File: src/shared/uart_msi_pkg.sv
// Constants, register map and helper functions of the modem status and interrupt block
package uart_msi_pkg;

  localparam int ADDR_W = 3;

  // Register byte offsets on the plain register port
  localparam logic [ADDR_W-1:0] ADDR_IER = 3'h0;
  localparam logic [ADDR_W-1:0] ADDR_IIR = 3'h1;
  localparam logic [ADDR_W-1:0] ADDR_MCR = 3'h2;
  localparam logic [ADDR_W-1:0] ADDR_EFR = 3'h3;
  localparam logic [ADDR_W-1:0] ADDR_FCR = 3'h4;
  localparam logic [ADDR_W-1:0] ADDR_MSR = 3'h5;

  // Interrupt enable bit positions
  localparam int IE_RHR   = 0;
  localparam int IE_THR   = 1;
  localparam int IE_RLS   = 2;
  localparam int IE_MODEM = 3;
  localparam int IE_SLEEP = 4;
  localparam int IE_XOFF  = 5;
  localparam int IE_RTS   = 6;
  localparam int IE_CTS   = 7;

  // Modem control bit positions
  localparam int MC_DTR     = 0;
  localparam int MC_RTS     = 1;
  localparam int MC_FIFORDY = 2;
  localparam int MC_IRQEN   = 3;
  localparam int MC_LOOP    = 4;

  localparam int EF_ENH = 4;
  localparam int FC_EN  = 0;

  // Modem line index: delta bit i, status bit i+4
  localparam int MS_CTS = 0;
  localparam int MS_DSR = 1;
  localparam int MS_RI  = 2;
  localparam int MS_CD  = 3;

  // Bits writable only while the enhanced enable is set
  localparam logic [7:0] IER_PROT_MASK = 8'hF0;
  localparam logic [7:0] MCR_PROT_MASK = 8'hE0;
  localparam logic [7:0] FCR_PROT_MASK = 8'h30;

  localparam logic [7:0] IER_RST = 8'h00;
  localparam logic [7:0] MCR_RST = 8'h00;
  localparam logic [7:0] EFR_RST = 8'h00;
  localparam logic [7:0] FCR_RST = 8'h00;
  localparam logic [3:0] PIN_IDLE_N = 4'hF;

  // Source identification, bits 5 to 0
  localparam logic [5:0] ID_NONE   = 6'h01;
  localparam logic [5:0] ID_RLS    = 6'h06;
  localparam logic [5:0] ID_RXTO   = 6'h0C;
  localparam logic [5:0] ID_RHR    = 6'h04;
  localparam logic [5:0] ID_THR    = 6'h02;
  localparam logic [5:0] ID_MODEM  = 6'h00;
  localparam logic [5:0] ID_XOFF   = 6'h10;
  localparam logic [5:0] ID_CTSRTS = 6'h20;

  function automatic logic [7:0] protected_write(input logic [7:0] old_val,
                                                 input logic [7:0] new_val,
                                                 input logic [7:0] mask,
                                                 input logic       unlock);
    protected_write = unlock ? new_val : ((old_val & mask) | (new_val & ~mask));
  endfunction

  // Pending vector, highest priority in bit 0
  function automatic logic [5:0] pick_id(input logic [6:0] pend);
    if (pend[0]) begin
      pick_id = ID_RLS;
    end else if (pend[1]) begin
      pick_id = ID_RXTO;
    end else if (pend[2]) begin
      pick_id = ID_RHR;
    end else if (pend[3]) begin
      pick_id = ID_THR;
    end else if (pend[4]) begin
      pick_id = ID_MODEM;
    end else if (pend[5]) begin
      pick_id = ID_XOFF;
    end else if (pend[6]) begin
      pick_id = ID_CTSRTS;
    end else begin
      pick_id = ID_NONE;
    end
  endfunction

endpackage

File: src/shared/modem_status_if.sv
// Link between the interrupt core and the modem status capture
`timescale 1ns/100ps
interface modem_status_if;
  logic       loopback;
  logic [3:0] loop_src;
  logic       clear;
  logic [3:0] status;
  logic [3:0] delta;
  logic       cts_off;

  modport capture (
    input  loopback,
    input  loop_src,
    input  clear,
    output status,
    output delta,
    output cts_off
  );

  modport core (
    output loopback,
    output loop_src,
    output clear,
    input  status,
    input  delta,
    input  cts_off
  );
endinterface

File: src/hw/modem_capture.sv
// Modem input synchroniser, status levels and change flags
`timescale 1ns/100ps
module modem_capture
  import uart_msi_pkg::*;
(
  input  wire logic       sys_clk_i,
  input  wire logic       rst_i,
  input  wire logic       clk_en_i,
  input  wire logic [3:0] pins_n_i,
  modem_status_if.capture ms
);

  logic [3:0] meta_n;
  logic [3:0] sync_n;
  logic [3:0] prev_src;
  logic [3:0] src;
  logic [3:0] cur;

  // Source level as seen on the pin, or the control bit in loop-back
  always_comb begin
    src = ms.loopback ? ms.loop_src : sync_n;
    cur = ms.loopback ? ms.loop_src : ~sync_n;
  end

  always_ff @(posedge sys_clk_i) begin
    if (rst_i) begin
      meta_n <= PIN_IDLE_N;
      sync_n <= PIN_IDLE_N;
    end else if (clk_en_i) begin
      meta_n <= pins_n_i;
      sync_n <= meta_n;
    end
  end

  always_ff @(posedge sys_clk_i) begin
    if (rst_i) begin
      prev_src   <= PIN_IDLE_N;
      ms.status  <= 4'h0;
      ms.cts_off <= 1'b0;
    end else if (clk_en_i) begin
      prev_src   <= src;
      ms.status  <= cur;
      ms.cts_off <= ms.status[MS_CTS] & ~cur[MS_CTS];
    end
  end

  // New change wins over a clearing read in the same cycle
  always_ff @(posedge sys_clk_i) begin
    if (rst_i) begin
      ms.delta <= 4'h0;
    end else if (clk_en_i) begin
      for (int i = 0; i < 4; i++) begin
        if (i == MS_RI) begin
          ms.delta[i] <= (~prev_src[i] & src[i]) | (ms.delta[i] & ~ms.clear);
        end else begin
          ms.delta[i] <= (prev_src[i] ^ src[i]) | (ms.delta[i] & ~ms.clear);
        end
      end
    end
  end

  property p_status_normal;
    @(posedge sys_clk_i) disable iff (rst_i)
    (clk_en_i && !ms.loopback) |=> (ms.status == ~$past(sync_n));
  endproperty
  a_status_normal: assert property (p_status_normal) else $error("status not pin complement");

  property p_status_loop;
    @(posedge sys_clk_i) disable iff (rst_i)
    (clk_en_i && ms.loopback) |=> (ms.status == $past(ms.loop_src));
  endproperty
  a_status_loop: assert property (p_status_loop) else $error("status not loop source");

  property p_delta_set;
    @(posedge sys_clk_i) disable iff (rst_i)
    (clk_en_i && (((prev_src ^ src) & 4'hB) != 4'h0))
      |=> ((ms.delta & $past((prev_src ^ src) & 4'hB)) == $past((prev_src ^ src) & 4'hB));
  endproperty
  a_delta_set: assert property (p_delta_set) else $error("change flag missed");

  property p_ri_fall;
    @(posedge sys_clk_i) disable iff (rst_i)
    (clk_en_i && prev_src[MS_RI] && !src[MS_RI] && !ms.delta[MS_RI]) |=> !ms.delta[MS_RI];
  endproperty
  a_ri_fall: assert property (p_ri_fall) else $error("ring flag set on wrong edge");

  property p_read_clear;
    @(posedge sys_clk_i) disable iff (rst_i)
    (clk_en_i && ms.clear && (prev_src == src)) |=> (ms.delta == 4'h0);
  endproperty
  a_read_clear: assert property (p_read_clear) else $error("flags not cleared by read");

endmodule

File: src/hw/uart_modem_status_and_interrupts.sv
// Modem status, interrupt enables and prioritised source identification for one channel
//
// Contract
// - Normal mode: status bits 7..4 are inverted carrier, ring, dsr, cts pins.
// - Loop-back: status bits follow control bits 3, 2, 0, 1.
// - Carrier, dsr, cts change flags set on either edge of source.
// - Ring change flag sets only on source low-to-high.
// - Reading modem status returns then clears all four change flags.
// - Enable bits 0..3 gate rx-data, tx-holding, line status, modem; reset off.
// - Enable bits 7, 6, 5 gate cts, rts and flow-stop interrupts; reset off.
// - Enable bit 4 requests sleep mode; zero keeps channel awake.
// - Enable bits 7..4 writable only while enhanced bit 4 set.
// - Re-enabling tx-holding interrupt gives no new interrupt while below threshold.
// - Interrupt output active while any enabled source pends.
// - Identification register read-only; bit 0 low when pending.
// - Identification bits 7, 6 mirror fifo enable bit 0.
// - Id bit 4 flags flow-stop character; bit 5 rts/cts change.
// - Only highest priority source reported; lower ones held back.
// - Line status 000110 first; timeout 001100, rx-data 000100 second.
// - Tx-holding 000010 third; modem 000000 fourth.
// - Flow-stop 010000 fifth; rts/cts going inactive 100000 sixth.
// - Control bit 4 selects internal loop-back, including tx to rx.
// - Enhanced bit 4 unlocks enable 7..4, fifo 5..4, control 7..5.
//
// The implementer's own choices: strobed register access and the address map.
`timescale 1ns/100ps
module uart_modem_status_and_interrupts
  import uart_msi_pkg::*;
(
  input  wire logic              sys_clk_i,
  input  wire logic              rst_i,
  input  wire logic              clk_en_i,
  input  wire logic [ADDR_W-1:0] addr_i,
  input  wire logic [7:0]        wdata_i,
  input  wire logic              wr_i,
  input  wire logic              rd_i,
  output logic      [7:0]        rdata_o,
  input  wire logic              cd_n_i,
  input  wire logic              ri_n_i,
  input  wire logic              dsr_n_i,
  input  wire logic              cts_n_i,
  input  wire logic              rts_n_i,
  input  wire logic              line_err_i,
  input  wire logic              rx_timeout_i,
  input  wire logic              rx_ready_i,
  input  wire logic              tx_low_i,
  input  wire logic              tx_write_i,
  input  wire logic              xoff_det_i,
  output logic                   irq_o,
  output logic                   sleep_req_o,
  output logic                   loopback_o,
  output logic      [7:0]        modem_ctrl_o,
  output logic      [7:0]        fifo_ctrl_o,
  output logic      [7:0]        enh_feature_o
);

  logic [7:0] interrupt_enables;
  logic [7:0] modem_control_reg;
  logic [7:0] enhanced_feature_reg;
  logic [7:0] fifo_control_reg;
  logic       thr_flag;
  logic       tx_low_prev;
  logic       xoff_flag;
  logic       cts_flag;
  logic       rts_flag;
  logic       rts_prev;
  logic [6:0] pend;
  logic [5:0] cur_id;
  logic       any_pending;
  logic       wr_en;
  logic       rd_en;
  logic       iir_rd;
  logic       unlock;

  modem_status_if ms ();

  assign wr_en  = clk_en_i & wr_i;
  assign rd_en  = clk_en_i & rd_i;
  assign iir_rd = rd_en && (addr_i == ADDR_IIR);
  assign unlock = enhanced_feature_reg[EF_ENH];

  assign ms.loopback = modem_control_reg[MC_LOOP];
  assign ms.loop_src = {modem_control_reg[MC_IRQEN], modem_control_reg[MC_FIFORDY],
                        modem_control_reg[MC_DTR], modem_control_reg[MC_RTS]};
  assign ms.clear    = rd_en && (addr_i == ADDR_MSR);

  modem_capture u_capture (
    .sys_clk_i (sys_clk_i),
    .rst_i     (rst_i),
    .clk_en_i  (clk_en_i),
    .pins_n_i  ({cd_n_i, ri_n_i, dsr_n_i, cts_n_i}),
    .ms        (ms.capture)
  );

  // Register writes; protected fields keep their value while locked
  always_ff @(posedge sys_clk_i) begin
    if (rst_i) begin
      interrupt_enables <= IER_RST;
    end else if (wr_en && (addr_i == ADDR_IER)) begin
      interrupt_enables <= protected_write(interrupt_enables, wdata_i,
                                           IER_PROT_MASK, unlock);
    end
  end

  always_ff @(posedge sys_clk_i) begin
    if (rst_i) begin
      modem_control_reg <= MCR_RST;
    end else if (wr_en && (addr_i == ADDR_MCR)) begin
      modem_control_reg <= protected_write(modem_control_reg, wdata_i,
                                           MCR_PROT_MASK, unlock);
    end
  end

  always_ff @(posedge sys_clk_i) begin
    if (rst_i) begin
      fifo_control_reg <= FCR_RST;
    end else if (wr_en && (addr_i == ADDR_FCR)) begin
      fifo_control_reg <= protected_write(fifo_control_reg, wdata_i,
                                          FCR_PROT_MASK, unlock);
    end
  end

  always_ff @(posedge sys_clk_i) begin
    if (rst_i) begin
      enhanced_feature_reg <= EFR_RST;
    end else if (wr_en && (addr_i == ADDR_EFR)) begin
      enhanced_feature_reg <= wdata_i;
    end
  end

  // Tx-holding source is an edge into the below-threshold state, so that
  // a later re-enable finds no edge and stays quiet
  always_ff @(posedge sys_clk_i) begin
    if (rst_i) begin
      tx_low_prev <= 1'b0;
      thr_flag    <= 1'b0;
    end else if (clk_en_i) begin
      tx_low_prev <= tx_low_i;
      if (!interrupt_enables[IE_THR]) begin
        thr_flag <= 1'b0;
      end else if (tx_low_i && !tx_low_prev) begin
        thr_flag <= 1'b1;
      end else if (tx_write_i || (iir_rd && (cur_id == ID_THR))) begin
        thr_flag <= 1'b0;
      end
    end
  end

  // Flow-stop character flag, cleared when its identification is read
  always_ff @(posedge sys_clk_i) begin
    if (rst_i) begin
      xoff_flag <= 1'b0;
    end else if (clk_en_i) begin
      if (xoff_det_i) begin
        xoff_flag <= 1'b1;
      end else if (iir_rd && (cur_id == ID_XOFF)) begin
        xoff_flag <= 1'b0;
      end
    end
  end

  // Rts or cts going to the inactive level
  always_ff @(posedge sys_clk_i) begin
    if (rst_i) begin
      rts_prev <= 1'b1;
      rts_flag <= 1'b0;
      cts_flag <= 1'b0;
    end else if (clk_en_i) begin
      rts_prev <= rts_n_i;
      if (rts_n_i && !rts_prev) begin
        rts_flag <= 1'b1;
      end else if (iir_rd && (cur_id == ID_CTSRTS)) begin
        rts_flag <= 1'b0;
      end
      if (ms.cts_off) begin
        cts_flag <= 1'b1;
      end else if (iir_rd && (cur_id == ID_CTSRTS)) begin
        cts_flag <= 1'b0;
      end
    end
  end

  always_comb begin
    pend[0] = interrupt_enables[IE_RLS] & line_err_i;
    pend[1] = interrupt_enables[IE_RHR] & rx_timeout_i;
    pend[2] = interrupt_enables[IE_RHR] & rx_ready_i;
    pend[3] = thr_flag;
    pend[4] = interrupt_enables[IE_MODEM] & (|ms.delta);
    pend[5] = interrupt_enables[IE_XOFF] & xoff_flag;
    pend[6] = (interrupt_enables[IE_CTS] & cts_flag)
            | (interrupt_enables[IE_RTS] & rts_flag);
    cur_id      = pick_id(pend);
    any_pending = |pend;
  end

  always_ff @(posedge sys_clk_i) begin
    if (rst_i) begin
      irq_o <= 1'b0;
    end else if (clk_en_i) begin
      irq_o <= any_pending;
    end
  end

  // Read data stand one cycle; zero otherwise and for unmapped offsets.
  // The id register has no write path at all.
  always_ff @(posedge sys_clk_i) begin
    if (rst_i) begin
      rdata_o <= 8'h00;
    end else if (clk_en_i) begin
      if (!rd_i) begin
        rdata_o <= 8'h00;
      end else if (addr_i == ADDR_IER) begin
        rdata_o <= interrupt_enables;
      end else if (addr_i == ADDR_IIR) begin
        rdata_o <= {{2{fifo_control_reg[FC_EN]}}, cur_id};
      end else if (addr_i == ADDR_MCR) begin
        rdata_o <= modem_control_reg;
      end else if (addr_i == ADDR_EFR) begin
        rdata_o <= enhanced_feature_reg;
      end else if (addr_i == ADDR_FCR) begin
        rdata_o <= fifo_control_reg;
      end else if (addr_i == ADDR_MSR) begin
        rdata_o <= {ms.status, ms.delta};
      end else begin
        rdata_o <= 8'h00;
      end
    end
  end

  always_comb begin
    sleep_req_o   = interrupt_enables[IE_SLEEP];
    loopback_o    = modem_control_reg[MC_LOOP];
    modem_ctrl_o  = modem_control_reg;
    fifo_ctrl_o   = fifo_control_reg;
    enh_feature_o = enhanced_feature_reg;
  end

  property p_ier_lock;
    @(posedge sys_clk_i) disable iff (rst_i)
    (wr_en && (addr_i == ADDR_IER) && !unlock)
      |=> (interrupt_enables[7:4] == $past(interrupt_enables[7:4]))
          && (interrupt_enables[3:0] == $past(wdata_i[3:0]));
  endproperty
  a_ier_lock: assert property (p_ier_lock) else $error("locked enable bits changed");

  property p_sleep;
    @(posedge sys_clk_i) disable iff (rst_i)
    (wr_en && (addr_i == ADDR_IER) && unlock) |=> (sleep_req_o == $past(wdata_i[IE_SLEEP]));
  endproperty
  a_sleep: assert property (p_sleep) else $error("sleep request wrong");

  property p_thr_quiet;
    @(posedge sys_clk_i) disable iff (rst_i)
    (clk_en_i && tx_low_prev && tx_low_i && !thr_flag) |=> !thr_flag;
  endproperty
  a_thr_quiet: assert property (p_thr_quiet) else $error("tx interrupt without edge");

  property p_irq_rls;
    @(posedge sys_clk_i) disable iff (rst_i)
    (clk_en_i && interrupt_enables[IE_RLS] && line_err_i) |=> irq_o;
  endproperty
  a_irq_rls: assert property (p_irq_rls) else $error("interrupt output not raised");

  property p_iir_none;
    @(posedge sys_clk_i) disable iff (rst_i)
    (iir_rd && !any_pending) |=> (rdata_o[5:0] == ID_NONE) && !irq_o;
  endproperty
  a_iir_none: assert property (p_iir_none) else $error("idle id wrong");

  property p_iir_fifo;
    @(posedge sys_clk_i) disable iff (rst_i)
    iir_rd |=> (rdata_o[7:6] == {2{$past(fifo_control_reg[FC_EN])}});
  endproperty
  a_iir_fifo: assert property (p_iir_fifo) else $error("fifo mirror bits wrong");

  property p_iir_top;
    @(posedge sys_clk_i) disable iff (rst_i)
    (iir_rd && pend[0]) |=> (rdata_o[5:0] == ID_RLS) && irq_o;
  endproperty
  a_iir_top: assert property (p_iir_top) else $error("line status not top priority");

  property p_modem_pend;
    @(posedge sys_clk_i) disable iff (rst_i)
    (iir_rd && interrupt_enables[IE_MODEM] && (ms.delta != 4'h0) && (pend[3:0] == 4'h0))
      |=> (rdata_o[5:0] == ID_MODEM);
  endproperty
  a_modem_pend: assert property (p_modem_pend) else $error("modem source not reported");

  property p_msr_value;
    @(posedge sys_clk_i) disable iff (rst_i)
    ms.clear |=> (rdata_o == $past({ms.status, ms.delta}));
  endproperty
  a_msr_value: assert property (p_msr_value) else $error("status read value wrong");

endmodule

File: config.mk
export PLATFORM = sky130hd
export DESIGN_NAME = uart_modem_status_and_interrupts
export DESIGN_NICKNAME = d
export VERILOG_FILES = /design/src/shared/uart_msi_pkg.sv /design/src/shared/modem_status_if.sv /design/src/hw/modem_capture.sv /design/src/hw/uart_modem_status_and_interrupts.sv
export SDC_FILE = /design/constraint.sdc
export NUM_CORES = 1
export LEC_CHECK = 0
export CORE_MARGIN = 2
export CORE_UTILIZATION = 46
export DETAILED_ROUTE_END_ITERATION = 8
export DONT_BUFFER_PORTS = 1
export GPL_TIMING_DRIVEN = 0
export MAX_ROUTING_LAYER = met4
export PLACE_DENSITY = 0.67
export SYNTH_ARGS = -nofsm -noshare
export SYNTH_HDL_FRONTEND = slang
export SYNTH_SLANG_ARGS = --single-unit
File: constraint.sdc
create_clock -name sys_clk_i -period 2.4 [get_ports sys_clk_i]
set_input_delay 0.48 -clock sys_clk_i [delete_from_list [all_inputs] [get_ports sys_clk_i]]
set_output_delay 0.48 -clock sys_clk_i [all_outputs]
set_load 0.03 [all_outputs]
==> results.md, run 1 <==
- The average cell area after synthesis is 8.82 um2.
- VDD sags by at most 337 uV.
- The number of different library cells used by synthesis comes to 52.
- STA puts the critical path data arrival time at 1880 ps.
- The antenna diode count is 0.
- The worst slack at placement is 600 ps.
- The average wire per cell in the routed design is 20.1 um.
- The combinational family with the most area after synthesis is simple AND/OR/NAND/NOR gates.
- The number of flops mapped to enable cells by yosys is 0.
- Buffers added to address setup during post-CTS repair amount to 0.
- The initial cell density of the core is 47.4%.
- The buffer cell driving the clock tree root is clkbuf_8.
- The reported leakage power is 1.38 nW.
- The region available for standard cell placement spans 6760 um2.
- Counting flops and latches in the post-synthesis netlist gives 68.
- Setup violations remaining at the end of the flow were counted as 0.
- The worst pin sits at a relative slew slack of 56.1%.
- The portion of the post-synthesis area used by sequential elements is 42.5%.
- In this run the horizontal extent of the chip is 87.4 um.
- The flow ran to the end, and the final reports show no timing, DRC or antenna violations.
- The synthesized netlist devotes 0% of its cell area to adder and majority cells.
- Wires add up to 9.25 mm.
- The wire length of the first global-routing pass is 14.4 mm.
- The post-cts hold buffer count is 0.
- The via-per-instance ratio is 6.12.
- The post-route clock skew is 14.2 ps.
- The max-cap violation count is 0.
- The worst setup path is captured at a flop.
- The routed layout has 2807 vias.
- The setup TNS is 0 ps.
- The final core utilization is 52.0%.
- Of all flip-flops after synthesis, the portion carrying an async set or reset was 0%.
- The number of nets in the synthesized netlist is 390.
- The count of final max-slew check failures is 0.
- The I/O pin count is 62.
- The launching element type of the critical path is a flop.
- At the later pin of the worst-skew pair, clock insertion delay measures 340 ps.
- For this run, design rule violations remaining after detail routing come to 0.
- The required time of the worst setup path is 2610 ps.
- The number of clock sinks is 68.
- The largest fanout on the critical path is 10.
- Summing all flip-flop and latch instances after layout gives 1360 um2.
- The TritonCTS clock tree is yes.
- The area growth from synthesis to layout is 9.77%.
- The layout has 637 filler cells.
- The site row count is 30.
- The type of the worst min-delay path is input pin to flop.
- The post-route netlist has 10.3% of its cells at a drive strength greater than 1.
- Summing every instance area after synthesis gives 3200 um2.
- The critical path in this run is classified as flop to flop.
- The number of warnings reported in the yosys synthesis log is 0.
- The post-layout net count is 401.
- Leaving out fill and tap cells, the most frequent cell in the layout is dfxtp_1.
- The ratio of final minimum period to clock period is 69.4%.
- The cell count after synthesis came out at 363.
- After clock tree synthesis, the clock-pin slew on the worst setup and hold paths is 70 ps.
- The first routing iteration left 242 violations.
- The main flop type after synthesis is dfxtp_1.
- After Yosys synthesis, XOR and XNOR cells account for 0.821% of the synthesized area.
- The number of detailed-routing iterations run before antenna repair is 5.
- The count of buffers inserted at the top-level ports is 0.
- Of the post-synthesis cell area, the part taken by muxes is 10.7%.
- For this run, the top clock speed supported by timing is 0.600 GHz.
- The final estimated routing congestion in global placement is 0.942.
- Setup repair after global routing left no endpoint under its margin.
- The maximum level of the CTS H-tree is 3.
- In the layout the commonest cells are 68 x dfxtp_1, 50 x nor2_1, 33 x mux2i_1.
- The shortest period the worst path allows is 1670 ps.
- The number of hold violations in the final report is 0.
- Summing all multi-input logic gate instances after layout gives 1680 um2.
- The vertical extent of the die is 87.4 um.
- The total global routing track utilization is 25.9%.
- The post-cts repair resize count is 0.
- Setup slack closes at 734 ps.
- The maximum number of pins on one net before global-route repair is 12.
- The total global routing overflow is 0.
- The clock passes through at most 2 buffers.
- The HPWL after detailed placement is 6.93 mm.
- The simple logic cell fraction of the synthesized area is 22.3%.
- The count of nets left with antenna violations once routing finished came out at 0.
- At the pin with the least slew margin, the transition time is 651 ps.
- Clock tree synthesis inserted a total of 9 buffers.
- The synthesized netlist devotes 18.6% of its cell area to compound gates.
- The number of antenna violations at the first check in global routing is 0.
- The overall die area is 7640 um2.
- For this design the ratio of total power to cell area is 684 nW/um2.
- The number of global-route vias before repair is 2658.
## registers in the layout, summed over array words and instances (netlist names)
name                  count
interrupt_enables         8
u_capture.meta_n          4
tx_low_prev               1
rts_prev                  1
rts_flag                  1
xoff_flag                 1
u_capture.ms.delta        4
u_capture.ms.status       4
rdata_o                   8
enh_feature_o             8
modem_ctrl_o              8
u_capture.ms.cts_off      1
thr_flag                  1
u_capture.prev_src        4
u_capture.sync_n          4
irq_o                     1
cts_flag                  1
fifo_ctrl_o               8
## cells by family after synthesis
logic type	after synthesis
buffers and inverters	31
multiplexers	34
XOR/XNOR	3
AO/OA/AOI/OAI	87
flip-flops	68
AND/OR/NAND/NOR	140
## power by group
part	internal [mW]	switching [mW]	leakage (nW)	total, mW
registers	1.16	0.0459	0.554	1.21
clock network	0.566	0.418	0.110	0.984
logic	0.0854	0.124	0.718	0.209
## final timing paths
| path | end | cells past startpoint | startpoint | slack (ps) |
|---|---|---|---|---|
| worst min-delay path | u_capture.meta_n[0] | 1 | cts_n_i | 260 |
| worst max register to register | u_capture.ms.delta[1] | 5 | modem_ctrl_o[4] | 730 |
| worst min register to register | u_capture.sync_n[1] | 1 | u_capture.meta_n[1] | 470 |
| worst max-delay path | u_capture.ms.delta[1] | 5 | modem_ctrl_o[4] | 730 |
## critical path: stages, from the launching register on
cell and delay [ps]:
dfxtp_1 600, buf_2 310, mux2i_1 320, xnor2_1 110
a22oi_1 150, nor2_1 60
## stage by stage
step	hold WS, ps	total power, mW	instances	cell area (um2)
5_1_grt	253	2.48	459	3510
6_report	260	2.40	459	3510
4_1_cts	255	2.41	459	3510
3_5_place_dp	450	1.44	443	3300
3_3_place_gp	441	1.44	443	3300
2_1_floorplan	427	1.39	363	3200
## final cells by class
cell class                 count  share of cell area (%)
sequential                    68                    38.7
inverter                       4                   0.427
tap                           80                    2.85
clock inverter                 3                    1.25
buffer                        27                    4.17
multi-input combinational    264                    47.8
clock buffer                  13                    4.81
## Yosys cell counts (3+ instances only)
master,n,area (um2)
dfxtp_1,68,1360
nor2_1,50,188
mux2i_1,33,330
nand2_1,25,93.8
a21oi_1,24,120
nand3_1,18,90.1
nor2b_1,18,113
o21ai_0,13,65.1
a211o_1,12,105
buf_2,12,60.1
clkbuf_1,7,26.3
nand2b_1,7,43.8
a211oi_1,6,45.0
a22oi_1,4,30.0
buf_4,4,30.0
inv_1,4,15.0
nor3b_1,4,30.0
o211ai_1,4,30.0
a31oi_1,3,18.8
and3b_1,3,26.3
o21a_1,3,22.5
xnor2_1,3,26.3
## routing by layer
layer	share of wire (%)	vias to the layer above	global-route usage, %
li1	-	1320	-
met1	44	1334	33.2
met2	45	136	38.4
met3	9.3	17	7.39
met4	2.1	0	10.3
met5	0	-	-
Power figures use the tool's default switching activity.
==> inputs of run 2 (changes only) <==
PLACE_DENSITY = 0.69   (was 0.67)
clock period = 1.5 ns   (was 2.4 ns; I/O delays follow)
==> results.md, run 2 (synthesis results as in run 1) <==
- The HPWL after detailed placement is 6.78 mm.
- The TritonCTS clock tree is yes.
- The total global routing overflow is 0.
- Leaving out fill and tap cells, the most frequent cells in the layout are 65 x dfxtp_1, 50 x nor2_1, 32 x mux2i_1.
- The worst path uses 93.4% of the clock period.
- The final estimated routing congestion in global placement is 0.911.
- The max-cap violation count is 0.
- For the worst setup path, the data arrival time is 1640 ps.
- The tree is rooted in a clkbuf_8.
- The number of antenna violations at the first check in global routing is 0.
- The post-layout net count is 401.
- The share of final-layout standard cells stronger than drive strength 1 is 10.9%.
- The worst hold path belongs to the class input pin to flop.
- The library cell used most frequently in the layout, excluding fill and tap cells, is dfxtp_1.
- The register-to-register path setup slack is 100 ps.
- Across the routed clock network, the largest skew measured is 6.67 ps.
- The count of buffers inserted at the top-level ports is 0.
- The number of detailed-routing iterations run before antenna repair is 7.
- In this design, the stage delay of the slowest critical-path cell is 400 ps.
- The number of clock sinks is 68.
- 0 antenna diodes ended up in the layout.
- The core region is 6760 um2.
- For the worst setup path, the data required time is 1740 ps.
- The first-iteration detailed-routing DRC count is 286.
- The total wirelength of the detailed-routed design is 9.13 mm.
- Clock-pin slew was measured on the worst setup and hold paths at 70 ps.
- The count of final max-slew check failures was 0.
- The number of global-route vias before repair is 2709.
- The number of fillers in the final layout is 634.
- The detailed-route via count is 2822.
- Entering global routing, the biggest net connects 11 pins.
- The initial cell density of the core is 47.4%.
- The number of hold violations in the final report is 0.
- For the pin with the worst max-slew slack, the measured transition is 581 ps.
- Counting the buffers created by CTS gives 9.
- The longest clock path from root to sink contains 2 buffers.
- The detail route stage leaves a number of antenna-violating nets equal to 0.
- The critical path endpoint category is a flop.
- Clock latency on the worst-skew pair, taken at its later pin, is 340 ps.
- Of all nets on the critical path, the largest fanout is 4.
- The worst-case vdd ir drop is 572 uV.
- Subtracting the final worst setup slack from the clock period gives 1400 ps.
- The reported leakage power is 1.37 nW.
- The combined flip-flop and latch cell area is 1370 um2.
- The power density over the cells is 1030 nW/um2.
- The first global-routing pass estimated 14.3 mm of wire.
- For this run, design rule violations remaining after detail routing come to 0.
- The headroom to the max-slew limit is 61.3%.
- The area growth from synthesis to layout is 8.99%.
- The category of the most critical setup path is flop to flop.
- The die is 87.4 um tall.
- Global routing used 25.5% of the available tracks.
- The number of buffers and inverters on the critical path is 0.
- The H-tree was split into 3 levels.
- Pin placement for this block handled 62 I/O pins.
- The setup TNS is 0 ps.
- In the routed layout, each cell is associated on average with a via count of 6.19.
- The slowest stage of the critical path is the dfxtp_1 cell.
- In the final routed layout, each cell accounts on average for 20.0 um.
- The worst setup path is launched from a flop.
- The die is 87.4 um wide.
- The gate family responsible for the most delay along the worst path is compound AO/OA/AOI/OAI gates.
- The number of buffers added for setup after CTS is 0.
- The floorplan step defined a die boundary enclosing 7640 um2.
- The count of final setup violators is 0.
- The worst slack on hold paths is 75.5 ps.
- Excluding fillers, the count of instances in the completed layout stands at 456.
- The total area of multi-input combinational cells is 1690 um2.
- The floorplan has 30 rows.
- Based on the critical path, the design can be clocked at up to 0.714 GHz.
- Setup repair after global routing left no endpoint under its margin.
- Counting tap cells, the placed design contains a total of 443 instances.
- The run finished with clean final reports.
- The critical path goes through o21ai_0 -> a21boi_1 -> a21oi_1 -> a32o_1.
-- run 2: cell count changes in the layout (fill, tap and decap cells not counted), sizes merged --
cell | previous run | this run
bufinv | 1 | 0
clkinv | 2 | 1
clkinvlp | 0 | 1
clkbuf | 20 | 18
-- run 2: power breakdown --
group	switching, mW	internal (mW)	total [mW]
registers	0.0792	1.86	1.94
logic	0.196	0.138	0.334
clock network	0.656	0.659	1.32
total	0.932	2.66	3.59
-- run 2: per-stage QoR --
step           power [mW]  instance area, um2  utilization (%)  worst slack, ps
2_1_floorplan        2.22                3200                -             35.1
3_5_place_dp         2.31                3300             48.9             -128
6_report             3.59                3490             51.6             99.1
5_1_grt              3.72                3490             51.6            0.588
3_3_place_gp         2.30                3300             48.9             -108
4_1_cts              3.60                3470             51.3             13.0
-- run 2: metal layers --
layer	routed length (um)	vias to the layer above	share of wire, %	GRT usage, %
met5	0	-	0	-
met4	361	0	4.0	13.0
met3	923	35	10	5.88
met2	4000	162	44	36.6
met1	3840	1307	42	33.6
li1	-	1318	-	-
-- run 2: path summary, 6_finish.rpt --
check	cells after the start	startpoint	to
max	4	interrupt_enables[0]	rdata_o[1]
min	1	rts_n_i	rts_prev
max reg2reg	4	interrupt_enables[0]	rdata_o[1]
min reg2reg	1	u_capture.meta_n[2]	u_capture.sync_n[2]
-- run 2: timing repair --
action                                 CTS  global route
pin swaps                                0             2
hold buffers                             0             0
setup endpoints to repair                6             9
endpoints found under the hold margin    0             0
gates resized for setup                  1             8
-- run 2: cell type report --
type / instances / area share [%]
Clock inverter: 2 / 0.359
Clock buffer: 11 / 4.34
Tap cell: 80 / 2.87
Inverter: 4 / 0.430
Multi-Input combinational cell: 264 / 48.5
Buffer: 27 / 4.27
Sequential cell: 68 / 39.2
-- run 2: worst reg2reg max path, delay by kind of cell, from the launching register on --
kind,cells,cell delay [ps]
flip-flops,1,400
AO/OA/AOI/OAI,4,900
